[config.mk]
export PLATFORM = sky130hd
export DESIGN_NAME = bvpr_regs
export DESIGN_NICKNAME = d
export VERILOG_FILES = /design/src/bvpr_pkg.sv /design/src/bvpr_regs.sv
export SDC_FILE = /design/constraint.sdc
export NUM_CORES = 1
export LEC_CHECK = 0
export BUFFER_PORTS_ARGS = -buffer_cell sky130_fd_sc_hd__buf_2
export CAP_MARGIN = 25
export CORE_UTILIZATION = 29
export DETAILED_ROUTE_END_ITERATION = 10
export PLACE_DENSITY_LB_ADDON = 0.05
export SETUP_SLACK_MARGIN = 0.05
export SYNTH_ARGS = -nofsm -noshare
export SYNTH_HDL_FRONTEND = slang
export SYNTH_SLANG_ARGS = --single-unit
[constraint.sdc]
create_clock -name clock_i -period 5.8 [get_ports clock_i]
set_input_delay 1.16 -clock clock_i [delete_from_list [all_inputs] [get_ports clock_i]]
set_output_delay 1.16 -clock clock_i [all_outputs]
set_load 0.1 [all_outputs]
[src/bvpr_pkg.sv]
package bvpr_pkg;

	// ==========================================================
	// Full register addresses (page base plus offset)
	localparam logic [9:0] BVPR_ADDR_CEIL_A   = 10'h0d5;
	localparam logic [9:0] BVPR_ADDR_CEIL_B   = 10'h0d6;
	localparam logic [9:0] BVPR_ADDR_A_FIRST  = 10'h0d7;
	localparam logic [9:0] BVPR_ADDR_A_SECOND = 10'h0d8;
	localparam logic [9:0] BVPR_ADDR_B_FIRST  = 10'h0d9;
	localparam logic [9:0] BVPR_ADDR_B_SECOND = 10'h0da;
	localparam logic [9:0] BVPR_ADDR_PAGE     = 10'h100;
	localparam logic [9:0] BVPR_ADDR_PAGE_LOW = 10'h080;

	// ==========================================================
	// Page windows
	localparam logic [9:0] BVPR_BASE_P0 = 10'h000;
	localparam logic [9:0] BVPR_BASE_P1 = 10'h080;
	localparam logic [9:0] BVPR_BASE_P2 = 10'h100;
	localparam logic [9:0] BVPR_BASE_P4 = 10'h200;
	localparam logic [2:0] BVPR_PAGE_0  = 3'h0;
	localparam logic [2:0] BVPR_PAGE_1  = 3'h1;
	localparam logic [2:0] BVPR_PAGE_2  = 3'h2;
	localparam logic [2:0] BVPR_PAGE_4  = 3'h4;
	localparam logic [1:0] BVPR_TW_LOW  = 2'h0;
	localparam logic [1:0] BVPR_TW_MID  = 2'h1;
	localparam logic [1:0] BVPR_TW_HIGH = 2'h2;

	// ==========================================================
	// Field positions
	localparam int BVPR_AUTO_BIT   = 7;
	localparam int BVPR_RETURN_BIT = 7;
	localparam int BVPR_WSTYLE_BIT = 6;
	localparam int BVPR_CODE_MSB   = 6;
	localparam int BVPR_OFS_MSB    = 6;

	// Operating style field values.
	localparam logic [1:0] BVPR_STYLE_PER_SETTING = 2'h0;
	localparam logic [1:0] BVPR_STYLE_AUTO_ONE    = 2'h1;
	localparam logic [1:0] BVPR_STYLE_PWM         = 2'h2;
	localparam logic [1:0] BVPR_STYLE_AUTO        = 2'h3;

	// Code 0 is 0.30 V, steps of 0.01 V, 7'h7f is 1.57 V.
	localparam int BVPR_CODE_BASE_MV = 300;
	localparam int BVPR_CODE_STEP_MV = 10;

	// ==========================================================
	// Reset values
	localparam logic [6:0] BVPR_RST_CEIL   = 7'h7f;
	localparam logic [7:0] BVPR_RST_TARGET = 8'h00;
	localparam logic [7:0] BVPR_RST_BYTE   = 8'h00;
	localparam logic [2:0] BVPR_RST_PAGE   = 3'h0;

	// Page control register contents.
	typedef struct packed {
		logic       auto_return;
		logic       write_style;
		logic [2:0] page;
	} bvpr_page_t;

	// Result of mapping a windowed offset to a full address.
	typedef struct packed {
		logic       hit;
		logic [9:0] addr;
	} bvpr_map_t;

	// Whole state of the register bank.
	typedef struct packed {
		logic [6:0] ceil_a;
		logic [6:0] ceil_b;
		logic [7:0] a_first;
		logic [7:0] a_second;
		logic [7:0] b_first;
		logic [7:0] b_second;
		bvpr_page_t pctl;
		logic [7:0] rdata;
	} bvpr_state_t;

endpackage

[src/bvpr_regs.sv]
// Operation
// - Each rail keeps a 7-bit ceiling code loaded from OTP, read-only except in test mode.
// - Every 7-bit voltage code is linear, 0 is 0.30 V, each step adds 0.01 V, 7'h7f is 1.57 V.
// - Rail A on its first setting runs PWM when bit 7 of that register is 0 and automatic when 1.
// - Rail A on its second setting runs PWM when bit 7 of that register is 0 and automatic when 1.
// - Rail B on its first setting runs PWM when bit 7 of that register is 0 and automatic when 1.
// - Rail B on its second setting runs PWM when bit 7 of that register is 0 and automatic when 1.
// - The per-setting bit only counts when the rail's operating style field is 00.
// - With the auto return bit set, the page field goes back to 000 when an access completes.
// - Page control bit 6 picks page write (0) or repeated write (1) for two-wire bursts.
// - Two-wire pages ignore the page field's low bit: 00x, 01x and 10x map three windows.
// - Four-wire pages map 128 registers each for page values 000, 001, 010 and 100.
`timescale 1ns/10ps
`default_nettype none

module bvpr_regs
	import bvpr_pkg::*;
#(
	parameter logic [7:0] TARGET_RESET = BVPR_RST_TARGET
) (
	// Clock, reset and enable
	input  wire logic       clock_i,
	input  wire logic       resetn_i,
	input  wire logic       enable_i,
	// Register access from the serial interface logic
	input  wire logic [7:0] acc_offset_i,
	input  wire logic       acc_wr_i,
	input  wire logic       acc_rd_i,
	input  wire logic [7:0] acc_wdata_i,
	input  wire logic       acc_end_i,
	input  wire logic       four_wire_i,
	input  wire logic       test_mode_i,
	output logic [7:0]      acc_rdata_o,
	output logic            acc_hit_o,
	// OTP load
	input  wire logic       otp_load_i,
	input  wire logic [6:0] otp_ceil_a_i,
	input  wire logic [6:0] otp_ceil_b_i,
	// Regulator control
	input  wire logic       rail_a_second_sel_i,
	input  wire logic       rail_b_second_sel_i,
	input  wire logic [1:0] rail_a_operating_style_i,
	input  wire logic [1:0] rail_b_operating_style_i,
	output logic [6:0]      rail_a_target_code_o,
	output logic [6:0]      rail_b_target_code_o,
	output logic            rail_a_auto_o,
	output logic            rail_b_auto_o,
	// Page control view
	output logic [2:0]      page_select_o,
	output logic            repeated_write_o
);

	// ==========================================================
	// Helpers

	// Map a windowed offset to a full register address.
	function automatic bvpr_map_t map_offset(input logic [2:0] page,
		input logic [7:0] ofs, input logic four_wire);
		bvpr_map_t m;
		logic [9:0] low7;
		m    = '{hit: 1'b0, addr: BVPR_BASE_P0};
		low7 = {3'h0, ofs[BVPR_OFS_MSB:0]};
		if (four_wire) begin
			m.hit = 1'b1;
			case (page)
				BVPR_PAGE_0: m.addr = BVPR_BASE_P0 | low7;
				BVPR_PAGE_1: m.addr = BVPR_BASE_P1 | low7;
				BVPR_PAGE_2: m.addr = BVPR_BASE_P2 | low7;
				BVPR_PAGE_4: m.addr = BVPR_BASE_P4 | low7;
				default:     m.hit  = 1'b0;
			endcase
		end else begin
			// The low page bit is a don't care here.
			case (page[2:1])
				BVPR_TW_LOW: begin
					m.hit  = 1'b1;
					m.addr = BVPR_BASE_P0 | {2'h0, ofs};
				end
				BVPR_TW_MID: begin
					m.hit  = ~ofs[7];
					m.addr = BVPR_BASE_P2 | low7;
				end
				BVPR_TW_HIGH: begin
					m.hit  = ~ofs[7];
					m.addr = BVPR_BASE_P4 | low7;
				end
				default: m.hit = 1'b0;
			endcase
		end
		return m;
	endfunction

	// Limit a target code to the rail's ceiling.
	function automatic logic [6:0] clamp(input logic [6:0] code,
		input logic [6:0] ceil);
		return (code > ceil) ? ceil : code;
	endfunction

	// Resolve PWM or automatic operation for a rail.
	function automatic logic auto_sel(input logic [1:0] style,
		input logic setting_bit);
		logic r;
		r = 1'b0;
		case (style)
			BVPR_STYLE_PER_SETTING: r = setting_bit;
			BVPR_STYLE_AUTO_ONE:    r = 1'b1;
			BVPR_STYLE_PWM:         r = 1'b0;
			BVPR_STYLE_AUTO:        r = 1'b1;
			default:                r = 1'b0;
		endcase
		return r;
	endfunction

	// ==========================================================
	// State

	bvpr_state_t st;
	bvpr_state_t next_st;
	bvpr_map_t   acc_map;
	logic [7:0]  read_val;
	logic [6:0]  a_code;
	logic [6:0]  b_code;
	logic        a_bit;
	logic        b_bit;

	assign acc_map = map_offset(st.pctl.page, acc_offset_i, four_wire_i);

	// Readback view; reserved bits are zero.
	always_comb begin
		read_val = BVPR_RST_BYTE;
		if (acc_map.hit) begin
			unique case (acc_map.addr)
				BVPR_ADDR_CEIL_A:   read_val = {1'b0, st.ceil_a};
				BVPR_ADDR_CEIL_B:   read_val = {1'b0, st.ceil_b};
				BVPR_ADDR_A_FIRST:  read_val = st.a_first;
				BVPR_ADDR_A_SECOND: read_val = st.a_second;
				BVPR_ADDR_B_FIRST:  read_val = st.b_first;
				BVPR_ADDR_B_SECOND: read_val = st.b_second;
				BVPR_ADDR_PAGE,
				BVPR_ADDR_PAGE_LOW: read_val = {st.pctl.auto_return,
					st.pctl.write_style, 3'h0, st.pctl.page};
				default:            read_val = BVPR_RST_BYTE;
			endcase
		end
	end

	// ==========================================================
	// Next state

	always_comb begin
		next_st = st;
		if (otp_load_i) begin
			next_st.ceil_a = otp_ceil_a_i;
			next_st.ceil_b = otp_ceil_b_i;
		end
		if (acc_rd_i) begin
			next_st.rdata = read_val;
		end
		if (acc_wr_i && acc_map.hit) begin
			unique case (acc_map.addr)
				BVPR_ADDR_CEIL_A: begin
					if (test_mode_i) begin
						next_st.ceil_a = acc_wdata_i[BVPR_CODE_MSB:0];
					end
				end
				BVPR_ADDR_CEIL_B: begin
					if (test_mode_i) begin
						next_st.ceil_b = acc_wdata_i[BVPR_CODE_MSB:0];
					end
				end
				BVPR_ADDR_A_FIRST:  next_st.a_first  = acc_wdata_i;
				BVPR_ADDR_A_SECOND: next_st.a_second = acc_wdata_i;
				BVPR_ADDR_B_FIRST:  next_st.b_first  = acc_wdata_i;
				BVPR_ADDR_B_SECOND: next_st.b_second = acc_wdata_i;
				BVPR_ADDR_PAGE,
				BVPR_ADDR_PAGE_LOW: begin
					next_st.pctl.auto_return =
						acc_wdata_i[BVPR_RETURN_BIT];
					next_st.pctl.write_style =
						acc_wdata_i[BVPR_WSTYLE_BIT];
					next_st.pctl.page = acc_wdata_i[2:0];
				end
				default: next_st.rdata = st.rdata;
			endcase
		end
		// The bit written in the closing access already counts, so a
		// single closing write that sets it returns the page to 000 at once.
		if (acc_end_i && next_st.pctl.auto_return) begin
			next_st.pctl.page = BVPR_RST_PAGE;
		end
	end

	always_ff @(posedge clock_i) begin
		if (!resetn_i) begin
			st <= '{ceil_a: BVPR_RST_CEIL, ceil_b: BVPR_RST_CEIL,
				a_first: TARGET_RESET, a_second: TARGET_RESET,
				b_first: TARGET_RESET, b_second: TARGET_RESET,
				pctl: '{auto_return: 1'b0, write_style: 1'b0,
					page: BVPR_RST_PAGE},
				rdata: BVPR_RST_BYTE};
		end else if (enable_i) begin
			st <= next_st;
		end
	end

	// ==========================================================
	// Rail outputs

	// Codes are only clamped to the ceiling, not rescaled; the regulator applies the linear
	// 0.30 V plus 0.01 V per step scale.
	always_comb begin
		a_code = rail_a_second_sel_i ? st.a_second[BVPR_CODE_MSB:0]
			: st.a_first[BVPR_CODE_MSB:0];
		b_code = rail_b_second_sel_i ? st.b_second[BVPR_CODE_MSB:0]
			: st.b_first[BVPR_CODE_MSB:0];
		a_bit = rail_a_second_sel_i ? st.a_second[BVPR_AUTO_BIT]
			: st.a_first[BVPR_AUTO_BIT];
		b_bit = rail_b_second_sel_i ? st.b_second[BVPR_AUTO_BIT]
			: st.b_first[BVPR_AUTO_BIT];
	end

	assign rail_a_target_code_o = clamp(a_code, st.ceil_a);
	assign rail_b_target_code_o = clamp(b_code, st.ceil_b);
	assign rail_a_auto_o = auto_sel(rail_a_operating_style_i, a_bit);
	assign rail_b_auto_o = auto_sel(rail_b_operating_style_i, b_bit);
	assign acc_rdata_o      = st.rdata;
	assign acc_hit_o        = acc_map.hit;
	assign page_select_o    = st.pctl.page;
	assign repeated_write_o = st.pctl.write_style;

endmodule

`default_nettype wire

Yosys cells after proc, flatten, opt, wreduce, memory -nomap -nowiden
Index checks and enable logic that the tools add are counted. W data, S select, Z words.

Output and inout port bits: 29. Register bits after elaboration: 59.

Multiplexer cells: 29. Reductions and logical operators: 21. $lt $le $gt $ge: 2. Equality and inequality tests: 20. Bitwise gates (word level): 1.

Operators with widths (number): $eq A10 B8 Y1 const B (7); $mux W59 (1); $mux W7 (8); $mux W8 (7); $pmux W8 S7 (1); $pmux W10 S4 (1); $pmux W10 S3 (1); $reduce_and A3 Y1 (6); $gt A7 B7 Y1 (2); $mux W14 (1); $mux W11 (1); $eq A10 B9 Y1 const B (1); $eq A2 B2 Y1 const B (5); $reduce_or A2 Y1 (4); $reduce_or A8 Y1 (1); $eq A2 B1 Y1 const B (3); $logic_not A2 Y1 (3); $pmux W1 S3 (2); $mux W5 (1); $reduce_bool A2 Y1 (2); $reduce_or A4 Y1 (1); $eq A3 B1 Y1 const B (1); $eq A3 B2 Y1 const B (1); $eq A3 B3 Y1 const B (1); other kinds (8) (11).

Logic depth before layout (Yosys ltp)
Gate-level depths: netlist of the first run.

Depth in word-level cells: 14. Depth in mapped cells: 11. Depth with buffers taken out: 8.

Worst setup path before layout of the first run
OpenSTA, ideal clock, no wires.

Path kind: input-to-output. Start point: input rail_b_second_sel_i. End point: output rail_b_target_code_o[0]. Arrival: 4.590 ns. Setup slack: 0.050 ns. Data required time: 4.640 ns. Cell stages on the path: 9. Cells stage by stage: clkbuf_1 mux2_2 ha_1 a21oi_1 nor2b_1 o21ai_0 o21ai_0 o22ai_1 mux2i_1.

Longest elaborated chain between the ends: 3.

RTL lines: start, declared (line bvpr_regs.sv:41) `input wire logic rail_b_second_sel_i,`; $mux W7 (*) (line bvpr_regs.sv:214) `b_code = rail_b_second_sel_i ? st.b_second[BVPR_CODE_MSB:0]`; $gt A7 B7 Y1 (line bvpr_regs.sv:96) `return (code > ceil) ? ceil : code;`; $mux W7 (*) (line bvpr_regs.sv:96); end, declared (line bvpr_regs.sv:45) `output logic [6:0] rail_b_target_code_o,`.

Mark *: on every way between the ends. The rest lies on a longest branch, timed or not.

Worst setup path in the final report of the first run
Same ends and word-level chain as after synthesis.

==> summary.txt, run 1 <==
Placement
  • IO buf count: 73
  • Post-detail-place hpwl: 10.3 mm
  • GPL Wtd Cong: 0.789
  • Placed inst area: 0.00444 mm^2
  • Placed instance count: 663

Synthesis
  • Compound-gate portion of the synthesized area: 0.164
  • Gate Count Post-Synth: 451
  • Largest family of logic cells by synthesized area: simple AND/OR/NAND/NOR gates
  • Post-synthesis mux area share: 0.188
  • Cell variety after synth: 58
  • Synth top area share: 0.291
  • Top_reg_cell synth: dfxtp_1
  • Post-Syn Nets: 515
  • Simple-gate share of the synthesized area: 0.227
  • Post-synth EDFFs: 0
  • Post-synth top area cell: dfxtp_1
  • Synthesized flop and latch total: 59
  • YS warnings: 0
  • Adder-Cell Fraction of Synth Area: 0.0586
  • Post-synthesis xor/xnor area fraction: 0.00432
  • Sequential fraction of the synthesis area: 0.291
  • Largest cells by area after synthesis: dfxtp_1 (29%), mux2i_1 (12%), mux2_2 (6.9%)
  • Share of flip-flops with an asynchronous set or reset: 0
  • Avg Cell Area, Syn: 8.99 um^2
  • Syn Std Cell Area: 0.00406 mm^2

Worst setup path
  • Critical Path Max Stage Delay: 510 ps
  • R2r setup slk: 2120 ps
  • Critical Path RT: 4640 ps
  • Slowest CP cell: o22ai_1
  • CP Launch Type: primary input
  • Crit-path max FO: 8
  • Crit end category: primary output
  • CP Cell Sequence: buf_2 -> mux2_2 -> ha_1 -> a21oi_1 -> nor2b_1 -> o21ai_0 -> o21ai_0 -> o22ai_1 -> mux2i_1 -> buf_2
  • R2R depth: 8
  • CP arrival: 3790 ps
  • WS Path Type: primary input to primary output

Clock network
  • Total CTS buffers: 9
  • Clk root buf: clkbuf_16
  • Reg clk slew, reported paths: 50 ps
  • Resized cells post-CTS: 0
  • H-tree Lvls: 3
  • Max clock buf depth: 2
  • Clk sinks: 59
  • Clock latency on the worst-skew pair: 330 ps
  • CTS tree: built
  • Hold-fix buffers, CTS: 0
  • Setup Buffers After CTS: 0

Drt
  • Post-route DRC: 0
  • Vias per cell: 5.19
  • Drt initial violations: 196
  • Final wirelength: 13.4 mm
  • Vias: 3519
  • WL/cell: 19.8 um
  • Remaining antenna violation count after routing: 0
  • TritonRoute pass-1 iters: 5

Floorplanning
  • Core area: 0.0135 mm^2
  • Die Wd: 120 um
  • # IOs: 74
  • Initial core utilization: 0.302
  • Rows: 42
  • Height of the die: 120 um
  • Die Area: 0.0145 mm^2

STA
  • Max Freq: 202 MHz
  • Post-layout min period: 4950 ps
  • Worst-margin pin slew: 850 ps
  • Hold Slack: 463 ps
  • Setup TNS: 0 ps
  • Fin. max-slew vios: 0
  • RSZ-0062 raised after global routing: no
  • Worst Clk Skew: 7.55 ps
  • Fin crit share: 0.854
  • Endpoints failing hold: 0
  • Worst rel slew slack: 0.429
  • Final setup violating endpoints: 0

Worst hold path
  • HP Class: register to register
  • WHS Path Cells: 2

Power
  • P_leak: 2.10 nW
  • Peak VDD IR: 113 uV
  • Total power: 1.08 mW
  • Cell area power density: 227 mW/mm^2

Global route
  • Grt total ovfl: 0
  • First-pass GRT wire length: 21.1 mm
  • Initial antenna violation count: 0
  • Largest net degree at the start of global routing: 52
  • Total track usage: 0.195
  • Vias in the first global route: 3509

Run status
  • Outcome: completed

Cells and area
  • Layout area overhead: 17.1%
  • Final instance area: 0.00475 mm^2
  • # nets final: 563
  • Share of layout cells above drive strength 1: 0.295
  • ANT cells: 0
  • Finished Layout Cells: 678

Run
  • Number of max-cap violations: 0
layout make-up:
type,count,area [um^2]
inverter,19,71.3
clock inverter,2,35.0
sequential,59,1180
fill,1442,8700
tap,176,220
clock buffer,12,267
multi-input combinational,336,2600
timing repair buffer,74,373
final timing paths:
check                                    startpoint                 endpoint
worst max register to register     page_select_o[2]                   st[45]
worst max-delay path            rail_b_second_sel_i  rail_b_target_code_o[0]
worst min register to register       acc_rdata_o[6]           acc_rdata_o[6]
worst min-delay path                 acc_rdata_o[6]           acc_rdata_o[6]
synthesized netlist by cell type (all sizes together) (3+ instances only):
master and count:
o311ai 3, or2 8, a221oi 4, nor3b 4
nor2b 42, dfxtp 59, a31oi 5, nand2 35
clkbuf 16, inv 19, a22oi 3, ha 19
a21oi 9, o2111ai 3, nor2 18, mux2 25
nand3 13, buf 21, nor4 3, mux2i 48
nand4 12, nor3 5, and3 3, o221a 17
o21ai 14, o22ai 7, nand4b 5, a21o 4
metrics by stage:
step / utilization / setup WS (ps)
after detailed placement: 0.330 / 869
after global routing: 0.353 / 628
after CTS: 0.352 / 852
after floorplan: - / 50.3
final: 0.353 / 845
after global placement: 0.330 / 970
placed cells by master (no fill, tap or decap), types with 3 or more instances in the layout:
cell type and n:
a21o_1 4, nand2_1 35, a21oi_1 7, clkbuf_8 3
nand4_1 11, or2_2 8, inv_1 19, a31oi_1 5
nor2_1 18, and3_1 3, nor3b_1 3, o221a_2 17
dfxtp_1 59, o311ai_0 3, nand4b_1 5, clkbuf_16 9
o2111ai_1 3, ha_1 19, o22ai_1 7, nand3_1 13
nor3_1 5, buf_2 73, mux2i_1 48, a221oi_1 4
o21ai_0 14, a22oi_1 3, nor2b_1 42, mux2_2 25
where the power goes:
part,leakage (nW),switching (mW),internal (mW)
Sequential,0.478,0.00771,0.413
Clock,0.151,0.183,0.362
Combinational,1.47,0.0745,0.0395
Total,2.10,0.265,0.814
cell families after synthesis:
group,Yosys count
buf+inv,56
xor+xnor,2
flops,59
fa+ha+maj,19
mux,73
compound gates,83
simple gates,159
routing by layer:
| layer | part of all wire | vias to the layer above | global-route usage |
|---|---|---|---|
| met5 | 0 | - | 0 |
| met4 | 0.0048 | 0 | 0.0463 |
| met3 | 0.042 | 4 | 0.0316 |
| met1 | 0.49 | 1686 | 0.265 |
| met2 | 0.46 | 95 | 0.320 |
| li1 | - | 1734 | - |
critical path: cells and delay by family:
family                   cells  cell delay [ps]
AND/OR/NAND/NOR              1               70
AO/OA/AOI/OAI                4              930
buffers and inverters        2              690
multiplexers                 2              650
adder cells (fa/ha/maj)      1              300
state kept, by name (all words and copies together), names as in the netlist:
register	flops
st	47
acc_rdata_o	8
page_select_o	3
repeated_write_o	1
No activity file was read; power rests on OpenSTA's default activity.
==> inputs of run 2 (changes only) <==
--- a/config.mk
+++ b/config.mk
@@ -9,3 +9,3 @@
 export CAP_MARGIN = 25
-export CORE_UTILIZATION = 29
+export CORE_UTILIZATION = 60
 export DETAILED_ROUTE_END_ITERATION = 10
--- a/constraint.sdc
+++ b/constraint.sdc
@@ -3,2 +3,2 @@
 set_output_delay 1.16 -clock clock_i [all_outputs]
-set_load 0.1 [all_outputs]
+set_load 0.005 [all_outputs]
==> summary.txt, run 2 (synthesis results as in run 1) <==
Drt
  • Vias per cell: 6.24 (was 5.19)
  • Post-route DRC: 14 (was 0)
  • WL/cell: 18.8 um (was 19.8 um)
  • TritonRoute pass-1 iters: 8 (was 5)
  • Final wirelength: 10.9 mm (was 13.4 mm)
  • Drt initial violations: 413 (was 196)
  • Vias: 3617 (was 3519)
  • Remaining antenna violation count after routing: 0 (unchanged)

Clock network
  • Resized cells post-CTS: 0 (unchanged)
  • H-tree Lvls: 3 (unchanged)
  • Reg clk slew, reported paths: 60 ps (was 50 ps)
  • Max clock buf depth: 2 (unchanged)
  • Clk sinks: 59 (unchanged)
  • Clk root buf: clkbuf_8 (was clkbuf_16)
  • Total CTS buffers: 9 (unchanged)
  • Hold-fix buffers, CTS: 0 (unchanged)
  • Clock latency on the worst-skew pair: 340 ps (was 330 ps)
  • Setup Buffers After CTS: 0 (unchanged)
  • CTS tree: built (unchanged)

Cells and area
  • Util after Layout: 0.697 (was 0.353)
  • Max reg flops: 47 (unchanged)
  • Share of layout cells above drive strength 1: 0.292 (was 0.295)
  • # nets final: 562 (was 563)
  • Commonest non-fill, non-tap cell in the layout: buf_2 (unchanged)
  • Register with the most flip-flops: st (unchanged)
  • Final instance area: 0.00448 mm^2 (was 0.00475 mm^2)
  • Commonest non-fill, non-tap cells in the layout: buf_2 (73), dfxtp_1 (59), mux2i_1 (48), nor2b_1 (42), nand2_1 (35) (unchanged)
  • ANT cells: 0 (unchanged)
  • Layout area overhead: 10.4% (was 17.1%)

STA
  • Fin. max-slew vios: 0 (unchanged)
  • Max Freq: 207 MHz (was 202 MHz)
  • RSZ-0062 raised after global routing: no (unchanged)
  • Worst rel slew slack: 0.333 (was 0.429)
  • Endpoints failing hold: 0 (unchanged)
  • Worst Clk Skew: 7.85 ps (was 7.55 ps)
  • Post-layout min period: 4830 ps (was 4950 ps)
  • Setup TNS: 0 ps (unchanged)
  • Fin crit share: 0.832 (was 0.854)
  • Final setup violating endpoints: 0 (unchanged)
  • Worst-margin pin slew: 1000 ps (was 850 ps)

Floorplanning
  • Rows: 29 (was 42)
  • # IOs: 74 (unchanged)
  • Initial core utilization: 0.632 (was 0.302)
  • Die Area: 0.00709 mm^2 (was 0.0145 mm^2)
  • Die Wd: 84.2 um (was 120 um)
  • Core area: 0.00642 mm^2 (was 0.0135 mm^2)
  • Height of the die: 84.2 um (was 120 um)

Placement
  • IO buf count: 73 (unchanged)
  • Placed inst area: 0.00432 mm^2 (was 0.00444 mm^2)
  • Post-detail-place hpwl: 8.17 mm (was 10.3 mm)
  • GPL Wtd Cong: 0.867 (was 0.789)

Worst hold path
  • HP Class: register to register (unchanged)

Power
  • Clock group share of total power: 0.386 (was 0.505)
  • Cell area power density: 187 mW/mm^2 (was 227 mW/mm^2)
  • Sw frac: 0.281 (was 0.246)
  • P_leak: 2.02 nW (was 2.10 nW)
  • P_sw: 0.236 mW (was 0.265 mW)
  • Seq pwr share: 0.499 (was 0.390)
  • Peak VDD IR: 134 uV (was 113 uV)
  • Logic gate share of total power: 0.115 (was 0.106)
  • Cell Int Power: 0.604 mW (was 0.814 mW)

Worst setup path
  • Critical Path RT: 4640 ps (about the same)
  • Crit-path max FO: 8 (unchanged)
  • WS Path Type: primary input to primary output (unchanged)
  • CP Launch Type: primary input (unchanged)
  • Crit end category: primary output (unchanged)
  • CP arrival: 3670 ps (was 3790 ps)

Global route
  • Total track usage: 0.321 (was 0.195)
  • Largest net degree at the start of global routing: 52 (unchanged)
  • Grt total ovfl: 0 (unchanged)
  • Vias in the first global route: 3336 (was 3509)
  • First-pass GRT wire length: 17.6 mm (was 21.1 mm)
  • Initial antenna violation count: 0 (unchanged)

Run status
  • Failing checks: design-rule violations
  • Outcome: finished, violations left (was completed)

Run
  • Number of max-cap violations: 0 (unchanged)
## run 2: cell count changes in the layout (fill, tap and decap cells not counted)
cell        delta
clkinvlp_4     +2
bufinv_16      -1
clkbuf_1       +2
clkinv_2       +2
buf_4          -1
clkbuf_8       +6
clkbuf_16      -9
## run 2: path summary, 6_finish.rpt
kind                            start                       to  slack [ps]  cells past startpoint
setup / recovery  rail_a_second_sel_i  rail_a_target_code_o[3]         970                     10
hold / removal         acc_rdata_o[6]           acc_rdata_o[6]         460                      2
setup reg to reg     page_select_o[1]                   st[50]        2310                      8
hold reg to reg        acc_rdata_o[6]           acc_rdata_o[6]         460                      2
## run 2: power groups by stage
stage	combinational (mW)	clock, mW	sequential [mW]
finish	0.0965	0.324	0.419
global route	0.104	0.348	0.419
CTS	0.0945	0.328	0.419
detailed placement	0.0943	0	0.428
global placement	0.0917	0	0.428
floorplan	0.0596	0	0.425
## run 2: area by class of cell
class                   count  area [um^2]
inverters                  19         71.3
well taps                  77         96.3
flip-flops and latches     59         1180
multi-input cells         336         2600
fillers                   543         1940
repair buffers             73          365
clock inverters             5         30.0
clock buffers              11          131
## run 2: metal layers
metal  wire, um  up-vias  GRT usage  part of all wire
li1           -     1747          -                 -
met5          0        -          0                 0
met4        166        0     0.0972             0.015
met1       5300     1724      0.448              0.49
met2       4860      131      0.505              0.45
met3        563       15     0.0560             0.052
## run 2: critical path, cell delays in order
cell     delay, ps
buf_2          230
mux2_2         390
ha_1           310
a21oi_1        140
nor2b_1         60
o21ai_0        120
o21ai_0         90
o22ai_1        600
mux2_2         420
buf_2          130
## run 2: per-stage QoR
step	total power [mW]	cells	hold slack, ps	setup slack [ps]
final	0.840	580	461	973
after global routing	0.872	580	497	814
after CTS	0.841	580	461	1010
after detailed placement	0.522	564	453	1020
after global placement	0.520	564	449	1110
after floorplan	0.485	451	436	1320
